### src/hw/bandgap_trim_pkg.sv
// Constants, field layouts and carrier types for the bandgap trim register bank.
// Functional notes
// Each trim register is found at its offset above the blocking base or above the non-blocking base.
// The register at offset e0 holds the second current trim in bits 5-3 and the first in bits 2-0, top two bits zero, reset zero.
// The register at offset e1 holds the second bias trim in bits 5-3 and the first in bits 2-0, top two bits zero, reset zero.
// The register at offset e2 holds up adjust at bit 7, down adjust at bit 6 and two tempco trims in 5-3 and 2-0, reset zero.
// The register at offset e3 holds the slope trim in bits 2-0, bits 7-3 read zero, reset zero.
// Software copies the factory trim values from the information flash area into every trim register.
// Software repeats that copy after every power-up because the registers reset to zero.
// Writes to always-zero bit positions are ignored and stored fields read back unchanged.
package bandgap_trim_pkg;
   localparam int ADDR_W = 16;
   localparam logic [ADDR_W-1:0] BLOCKING_BASE = 16'h0200;
   localparam logic [ADDR_W-1:0] NONBLOCKING_BASE = 16'h0300;
   localparam logic [7:0] BANDGAP0_CURRENT_TRIM_HIGH_OFF = 8'he0;
   localparam logic [7:0] BANDGAP0_BIAS_TRIM_LOW_OFF = 8'he1;
   localparam logic [7:0] BANDGAP1_TEMPCO_TRIM_HIGH_OFF = 8'he2;
   localparam logic [7:0] BANDGAP1_SLOPE_TRIM_LOW_OFF = 8'he3;
   localparam logic [7:0] TRIM_RESET = 8'h00;
   localparam logic [7:0] MASK_TWO_FIELDS = 8'h3f;
   localparam logic [7:0] MASK_FULL = 8'hff;
   localparam logic [7:0] MASK_SLOPE = 8'h07;
   localparam int NUM_REGS = 4;

   typedef struct packed {
      logic [2:0] second_current_trim;
      logic [2:0] first_current_trim;
      logic [2:0] second_bias_trim;
      logic [2:0] first_bias_trim;
      logic up_adjust_bit;
      logic down_adjust_bit;
      logic [2:0] second_tempco_trim;
      logic [2:0] first_tempco_trim;
      logic [2:0] slope_trim;
   } trim_fields_s;

   typedef struct packed {
      logic hit;
      logic [1:0] index;
   } decode_s;
endpackage

### src/hw/bandgap_trim_registers.sv
// Wishbone classic slave holding the four bandgap trim registers.
//
// Design decision made here: the Wishbone slave port.
`timescale 1ns/1ps
module bandgap_trim_registers
   import bandgap_trim_pkg::*;
(
   input wire logic clk_i,
   input wire logic rst_i,
   input wire logic wb_cyc_i,
   input wire logic wb_stb_i,
   input wire logic wb_we_i,
   input wire logic [ADDR_W-1:0] wb_adr_i,
   input wire logic [7:0] wb_dat_i,
   input wire logic wb_sel_i,
   output logic [7:0] wb_dat_o,
   output logic wb_ack_o,
   output trim_fields_s trim_o
);
   decode_s dec;
   logic ack_q;
   logic [7:0] rdata_q;
   logic req;
   logic [7:0] regs [NUM_REGS];
   logic [NUM_REGS-1:0] wr_en;
   localparam logic [7:0] MASKS [NUM_REGS] =
      '{MASK_TWO_FIELDS, MASK_TWO_FIELDS, MASK_FULL, MASK_SLOPE};
   localparam int HI_MSB = 5;
   localparam int HI_LSB = 3;
   localparam int LO_MSB = 2;
   localparam int LO_LSB = 0;
   localparam int UP_BIT = 7;
   localparam int DOWN_BIT = 6;

   // The decoder hands over a two-bit index, so the bank cannot grow past four registers.
   generate
      if (NUM_REGS != 4)
      begin : g_bad_count
         $error("trim bank needs exactly four registers");
      end
   endgenerate

   trim_addr_decode u_decode
   (
      .addr_i(wb_adr_i),
      .dec_o(dec)
   );

   // A one-cycle ack keeps the slave simple; every access, mapped or not, is answered.
   assign req = wb_cyc_i && wb_stb_i && !ack_q;

   genvar g;
   generate
      for (g = 0; g < NUM_REGS; g++)
      begin : g_reg
         assign wr_en[g] = req && wb_we_i && wb_sel_i && dec.hit && dec.index == 2'(g);
         trim_byte_reg #(.WMASK(MASKS[g])) u_reg
         (
            .clk_i(clk_i),
            .rst_i(rst_i),
            .we_i(wr_en[g]),
            .wdata_i(wb_dat_i),
            .q_o(regs[g])
         );
      end
   endgenerate

   always_ff @(posedge clk_i)
   begin
      if (rst_i)
      begin
         ack_q <= 1'b0;
      end
      else
      begin
         ack_q <= req;
      end
   end

   always_ff @(posedge clk_i)
   begin
      if (rst_i)
      begin
         rdata_q <= TRIM_RESET;
      end
      else if (req && !wb_we_i)
      begin
         rdata_q <= dec.hit ? regs[dec.index] : TRIM_RESET;
      end
   end

   assign wb_ack_o = ack_q;
   assign wb_dat_o = rdata_q;

   assign trim_o.second_current_trim = regs[0][HI_MSB:HI_LSB];
   assign trim_o.first_current_trim = regs[0][LO_MSB:LO_LSB];
   assign trim_o.second_bias_trim = regs[1][HI_MSB:HI_LSB];
   assign trim_o.first_bias_trim = regs[1][LO_MSB:LO_LSB];
   assign trim_o.up_adjust_bit = regs[2][UP_BIT];
   assign trim_o.down_adjust_bit = regs[2][DOWN_BIT];
   assign trim_o.second_tempco_trim = regs[2][HI_MSB:HI_LSB];
   assign trim_o.first_tempco_trim = regs[2][LO_MSB:LO_LSB];
   assign trim_o.slope_trim = regs[3][LO_MSB:LO_LSB];

   a_ack_one_cycle: assert property (@(posedge clk_i) disable iff (rst_i)
      wb_ack_o |=> !wb_ack_o) else $error("ack held longer than one cycle");
   a_ack_follows_req: assert property (@(posedge clk_i) disable iff (rst_i)
      (wb_cyc_i && wb_stb_i && !wb_ack_o) |=> wb_ack_o) else $error("request not answered");
   a_bg0_high_zero: assert property (@(posedge clk_i) disable iff (rst_i)
      regs[0][7:6] == 2'b00) else $error("current trim top bits set");
   a_bg0_low_zero: assert property (@(posedge clk_i) disable iff (rst_i)
      regs[1][7:6] == 2'b00) else $error("bias trim top bits set");
   a_bg1_write_full: assert property (@(posedge clk_i) disable iff (rst_i)
      wr_en[2] |=> regs[2] == $past(wb_dat_i)) else $error("tempco write lost");
   a_slope_zero: assert property (@(posedge clk_i) disable iff (rst_i)
      regs[3][7:3] == 5'h00) else $error("slope upper bits set");
   a_mask_write: assert property (@(posedge clk_i) disable iff (rst_i)
      wr_en[0] |=> regs[0] == ($past(wb_dat_i) & MASK_TWO_FIELDS)) else $error("mask wrong");
   a_hold_value: assert property (@(posedge clk_i) disable iff (rst_i)
      !wr_en[1] |=> $stable(regs[1])) else $error("register changed without write");
   a_read_back: assert property (@(posedge clk_i) disable iff (rst_i)
      (req && !wb_we_i && dec.hit) |=> wb_dat_o == regs[$past(dec.index)])
      else $error("read data mismatch");
   a_reset_zero: assert property (@(posedge clk_i)
      $past(rst_i) |-> regs[2] == TRIM_RESET) else $error("reset value not zero");
   a_reset_all_zero: assert property (@(posedge clk_i)
      $past(rst_i) |-> (regs[0] | regs[1] | regs[3]) == TRIM_RESET)
      else $error("reset value of a trim register not zero");

   c_write_blocking: cover property (@(posedge clk_i) wr_en[0] && wb_adr_i[8] == 1'b0);
   c_write_nonblock: cover property (@(posedge clk_i) wr_en[3] && wb_adr_i[8] == 1'b1);
   c_read_hit: cover property (@(posedge clk_i) req && !wb_we_i && dec.hit);
   c_unmapped: cover property (@(posedge clk_i) req && !dec.hit);
endmodule

### src/hw/trim_addr_decode.sv
// Byte-address decoder for the trim bank in both access windows.
`timescale 1ns/1ps
module trim_addr_decode
   import bandgap_trim_pkg::*;
(
   input wire logic [ADDR_W-1:0] addr_i,
   output decode_s dec_o
);
   function automatic decode_s decode(input logic [ADDR_W-1:0] a);
      decode_s d;
      logic [ADDR_W-1:0] off;
      d = '0;
      off = '0;
      if (a[ADDR_W-1:8] == BLOCKING_BASE[ADDR_W-1:8])
      begin
         off = a - BLOCKING_BASE;
      end
      else if (a[ADDR_W-1:8] == NONBLOCKING_BASE[ADDR_W-1:8])
      begin
         off = a - NONBLOCKING_BASE;
      end
      else
      begin
         off = {ADDR_W{1'b1}};
      end
      if (off[7:2] == BANDGAP0_CURRENT_TRIM_HIGH_OFF[7:2] && off[ADDR_W-1:8] == '0)
      begin
         d.hit = 1'b1;
         d.index = 2'(off[1:0] - BANDGAP0_CURRENT_TRIM_HIGH_OFF[1:0]);
      end
      return d;
   endfunction

   assign dec_o = decode(addr_i);
endmodule

### src/hw/trim_byte_reg.sv
// One eight-bit trim register with a mask of writable bits.
`timescale 1ns/1ps
module trim_byte_reg
   import bandgap_trim_pkg::*;
#(
   parameter logic [7:0] WMASK = MASK_FULL
)
(
   input wire logic clk_i,
   input wire logic rst_i,
   input wire logic we_i,
   input wire logic [7:0] wdata_i,
   output logic [7:0] q_o
);
   logic [7:0] value_q;

   always_ff @(posedge clk_i)
   begin
      if (rst_i)
      begin
         value_q <= TRIM_RESET;
      end
      else if (we_i)
      begin
         value_q <= wdata_i & WMASK;
      end
   end

   assign q_o = value_q;
endmodule

### config.mk
export PLATFORM = sky130hd
export DESIGN_NAME = bandgap_trim_registers
export DESIGN_NICKNAME = d
export VERILOG_FILES = /design/src/hw/bandgap_trim_pkg.sv /design/src/hw/bandgap_trim_registers.sv /design/src/hw/trim_addr_decode.sv /design/src/hw/trim_byte_reg.sv
export SDC_FILE = /design/constraint.sdc
export NUM_CORES = 1
export LEC_CHECK = 0
export BUFFER_PORTS_ARGS = -buffer_cell sky130_fd_sc_hd__buf_2
export CORE_MARGIN = 4
export CORE_UTILIZATION = 43
export CTS_BUF_LIST = sky130_fd_sc_hd__clkbuf_16
export DETAILED_ROUTE_END_ITERATION = 7
export PLACE_DENSITY = 0.75
export SLEW_MARGIN = 20
export SYNTH_ARGS = -nofsm -noshare
export SYNTH_HDL_FRONTEND = slang
export SYNTH_SLANG_ARGS = --single-unit
### constraint.sdc
create_clock -name clk_i -period 2.25 [get_ports clk_i]
set_input_delay 0.45 -clock clk_i [delete_from_list [all_inputs] [get_ports clk_i]]
set_output_delay 0.45 -clock clk_i [all_outputs]
set_load 0.05 [all_outputs]
* After elaboration in Yosys (flattened, before gate mapping)
Index checks and enable logic that the tools add are counted.
W data, S select, Z words.
** Storage, ports and cells
- Register bits :: 32
- Bits in latches :: 0
- Bits in writable memories :: 0
- Bits in read-only memories :: 0
- Output and inout bits :: 32
- Logic and storage cells :: 38
- Memories kept :: 0
** Operators by class
- Add/sub/neg operators :: 2
- Multipliers :: 0
- Div/mod/pow operators :: 0
- Magnitude comparators :: 1
- Equality and inequality tests :: 6
- Shift-type cells :: 0
- Multiplexer cells :: 7
- Bitwise logic cells :: 1
- Reduce and logical (&&, ||, !) cells :: 15
** Operators with widths (number)
- $mux W16 :: 2
- $sub A16 B10 Y16 const B :: 2
- $mux W8 :: 3
- $bmux W8 S2 :: 1
- $eq A8 B2 Y1 const B :: 2
- $logic_and A1 B1 Y1 :: 11
- $logic_not A8 Y1 :: 1
- $eq A6 B6 Y1 const B :: 1
- $eq A2 B2 Y1 const B :: 2
- $ge A3 B3 Y1 const B :: 1
- $mux W3 :: 1
- $not A2 Y3 :: 1
- $eq A2 B1 Y1 const B :: 1
- $logic_not A1 Y1 :: 2
- $logic_not A2 Y1 :: 1

* Logic depth before layout (Yosys ltp)
- Depth in word-level cells :: 11
- Depth in mapped cells :: 8
- Gate-level depth less buffers :: 7

* Hierarchy
Synthesis repeated with hierarchy kept, for this count alone.
** Second synthesis, totals
- Cell total of the unflattened synthesis :: 146
- Area, all modules :: 1604.0 µm²
** By module, submodules not included
- bandgap_trim_registers :: instances 1, cells an instance 39, area each 534.3 µm²
- trim_byte_reg at g_reg[0].u_reg ... :: instances 2, cells an instance 22, area each 232.7 µm²
- trim_byte_reg at g_reg[2].u_reg :: instances 1, cells an instance 26, area each 285.3 µm²
- trim_addr_decode :: instances 1, cells an instance 22, area each 176.4 µm²
- trim_byte_reg at g_reg[3].u_reg :: instances 1, cells an instance 15, area each 142.6 µm²

* Worst setup path after synthesis
Ideal clock, no wire load.
- Path type :: input to register
- Start :: input port wb_adr_i[9]
- End :: register g_reg[2].u_reg.value_q[2]
- Data arrival time :: 2.294 ns
- Slack :: -0.171 ns
- Stages :: 8
- Cells stage by stage :: inv_1 -> ha_1 -> nand2_1 -> or4_4 -> buf_6 -> a2111oi_4 -> mux2i_1 -> nor2_1
** On the way
- Cells in the longest elaborated chain, start to end :: 8
- Elaborated cells on any way between the ends :: 13
- Classes of those cells :: 2 x add/sub; 4 x eq/ne; 3 x mux; 4 x reduce/logical
** RTL lines
- start, declared :: RTL line bandgap_trim_registers.sv:13 : input wire logic [ADDR_W-1:0] wb_adr_i,
- $sub A16 B10 Y16 / $eq A8 B2 Y1 (equally long branches) :: RTL line trim_addr_decode.sv:20, trim_addr_decode.sv:18
- $mux W16 :: RTL line trim_addr_decode.sv:18 : else if (a[ADDR_W-1:8] == NONBLOCKING_BASE[ADDR_W-1:8])
- $mux W16 (*) :: RTL line trim_addr_decode.sv:14 : if (a[ADDR_W-1:8] == BLOCKING_BASE[ADDR_W-1:8])
- $logic_not A8 Y1 / $eq A6 B6 Y1 (equally long branches) :: RTL line trim_addr_decode.sv:26 : if (off[7:2] == BANDGAP0_CURRENT_TRIM_HIGH_OFF[7:2] && off[ADDR_W-1:8] == '0)
- $logic_and A1 B1 Y1 :: RTL line trim_addr_decode.sv:26
- $mux W3 (*) :: RTL line trim_addr_decode.sv:26
- $eq A2 B2 Y1 / $logic_and A1 B1 Y1 (equally long branches) :: RTL line bandgap_trim_registers.sv:56 : assign wr_en[g] = req && wb_we_i && wb_sel_i && dec.hit && dec.index == 2'(g);
- $logic_and A1 B1 Y1 (*) :: RTL line bandgap_trim_registers.sv:56
- end signal, assigned :: RTL line trim_byte_reg.sv:25 : value_q <= wdata_i & WMASK;
- end, declared :: RTL line trim_byte_reg.sv:15 : logic [7:0] value_q;
Every way passes the cells marked *; elsewhere a longest branch is shown, timed or not.
A chain may end at the register's enable or synchronous reset.

* Final worst setup path
- Start :: input port wb_adr_i[10]
- End :: register g_reg[2].u_reg.value_q[2]
The elaborated chain is that of the path after synthesis.

==> metrics.md <==
| Metric | Value |
|---|---|
| Core area | `3390 sq um` |
| Worst-path clk slew | `0.05 ns` |
| Gr usage total | `between 10% and 20%` |
| Peak VDD IR | `between 0.0005 and 0.0006 V` |
| Drt total wl | `4067 um` |
| Vias | `1410` |
| Unrepaired setup endpoints after global routing | `yes` |
| Mean Syn Cell Area | `10.12 sq um` |
| Post-detail-place hpwl | `2875 um` |
| Share of the synthesized area in the top cell type | `41.93%` |
| Vert. Die Dim | `67.61 um` |
| PnR worst setup slack | `0.08361 ns` |
| Register area | `640.6 sq um` |
| Final Skew | `0.004640 ns` |
| Hold Vio Cnt, Final | `0` |
| Vias in the first global route | `~1.4k` |
| CTS Buf Count | `5` |
| Endpoints failing setup | `0` |
| Number of flops mapped to enable cells by yosys | `0` |
| Worst-Margin Slew | `around 0.55 ns` |
| Min-Delay Path Class | `in2reg` |
| DP Worst Slack | `-0.2191 ns` |
| Final nets | `roughly 270` |
| Tmin final | `2.166 ns` |
| Wire length per cell | `around 15 um` |
| Seq/Total Area, Yosys | `41.93%` |
| Leak | `0.0009955 uW` |
| Syn Nets | `roughly 190` |
| CP required | `between 2 and 2.5 ns` |
| GP Congestion | `0.7431` |
| Synth cell types | `32` |
| Starting DRC count in detailed routing | `46` |
| DR DRC count | `0` |
| Placed cells | `269` |
| Layout cells sized above 1 | `44.40%` |
| Fmax | `461.6 MHz` |
| P&R area growth vs syn | `46.19%` |
| Synthesis-stage register bit count | `32` |
| Most common flop cell mapped by yosys | `dfxtp_1` |
| Initial antenna violation count | `0` |
| Diodes inserted | `0` |
| Post-route insts no fill | `278` |
| Cts hold-fix bufs | `0` |
| FFs w/ async S/R, synth | `0%` |
| Hold slack | `0.4241 ns` |
| CP arrival | `2.31 ns` |
| Top cells by area, synth | `dfxtp_1 42%, mux2i_1 17%, nor2_1 7.6%` |
| Max_cap viols | `0` |
| Top-count cell post-synth | `dfxtp_1` |
| YS warnings | `0` |
| Htree depth | `2` |
| Port Buffers | `61` |
| Post-Syn Instances | `about 150` |
| Max-slew violations | `0` |
| Dominant cell type by area after synthesis | `dfxtp_1` |
| Relative slew slack | `about 63%` |
| Global route overflow | `0` |
| Multi-input gate area | `857.1 sq um` |
| Clock Tree Buf Depth | `2` |
| Root buffer cell | `clkbuf_16` |
| First-pass GRT wire length | `6368 um` |
| Status | `completed` |
| Number of routed nets with antenna violations | `0` |
| PD cells | `585.0 nW/um^2` |
| Die width | `67.61 um` |
| IO Pins | `62` |
| Crit. End Element | `flip-flop` |
| FP Rows | `21` |
| Startpoint Class | `primary input` |
| Worst skew pair latency | `0.28 ns` |
| Worst Setup Path Type | `in2reg` |
| TritonCTS Sinks | `32` |
| Commonest cells post-synth | `32 x dfxtp_1, 31 x nor2_1, 26 x mux2i_1` |
| Router iterations before antenna repair | `4` |
| Worst-path maximum fanout | `6` |
| Syn Std Cell Area | `around 1500 sq um` |
| CTS tree | `built` |
| Initial Utilization | `45.07%` |
| Largest net degree at the start of global routing | `33` |
| Die area | `4570 sq um` |
| Vias per cell | `just over 5` |
| Final Cycle Share | `96.28%` |
| Fillers | `277` |
| Post-Route Utilization | `65.89%` |
[final cells by class]
type,count,area share [%]
Clock buffer,5,5.602
Inverter,5,1.625
Sequential cell,32,28.68
Timing Repair Buffer,82,22.80
Multi-Input combinational cell,106,38.38
Tap cell,46,2.577
Clock inverter,2,0.3361
[where the power goes]
| group | internal, uW | switching, uW |
|---|---|---|
| Clock | 395 | 229 |
| Sequential | 568 | 0.276 |
| Combinational | 56.7 | 57.7 |
[critical path, cell delays in order]
cell       delay, ns
buf_12          0.09
inv_12          0.03
ha_4            0.25
nand2_2         0.04
or4_4           0.59
a2111oi_4       0.39
buf_4           0.21
mux2i_1         0.21
nor2_1          0.05
[routing by layer]
metal  wire, um  share of wire [%]  GRT usage [%]  vias to the layer above
met3        343                8.4          6.156                        6
met2       1909                 47          29.89                       45
met5          0                  0              0                        -
li1           -                  -              -                      700
met1       1749                 43          23.43                      659
met4         65                1.6          8.608                        0
[placed cells by master (no fill, tap or decap), drive strengths merged, types with 4 or more instances in the layout]
cell type,count
dfxtp,32
clkbuf,5
mux2i,26
inv,5
ha,4
nand2,6
a22oi,5
buf,82
nor2,31
[worst paths after layout]
check             slack [ns]          from               endpoint  cells after the start
setup / recovery        0.08  wb_adr_i[10]  g_reg[2].u_reg.q_o[2]                      9
hold / removal          0.42   wb_dat_i[7]  g_reg[2].u_reg.q_o[7]                      3
setup reg to reg        0.41      wb_ack_o  g_reg[2].u_reg.q_o[2]                      6
hold reg to reg         0.49   wb_dat_o[6]            wb_dat_o[6]                      2
[kinds of logic after synthesis]
| logic type | after synthesis | share of synthesized area, % |
|---|---|---|
| AOI/OAI and AO/OA | 22 | 14.50 |
| xor gates and xnor gates | 1 | 0.5734 |
| adders and majority gates | 4 | 3.276 |
| buffers and inverters | 13 | 3.767 |
| DFF | 32 | 41.93 |
| muxes | 29 | 20.72 |
| and+or+nand+nor | 50 | 15.23 |
[registers in the layout, summed over array words and instances (netlist names)]
register     cells
wb_dat_o         8
wb_ack_o         1
g.u_reg.q_o     23
[per-stage QoR]
step / area, sq um / power [uW] / TNS (ns)
2_1_floorplan: 1558 / 626.0 / -1.645
3_3_place_gp: 2024 / 677.6 / -3.608
3_5_place_dp: 2024 / 678.6 / -4.141
4_1_cts: 2157 / 1302 / 0
5_1_grt: 2233 / 1349 / -0.01057
6_report: 2233 / 1306 / 0
[timing repair]
item	4_1_cts	5_1_grt
endpoints found under the setup margin	0	5
buffers inserted	0	2
gates resized for setup	0	14
(Power assumes the default switching activity.)
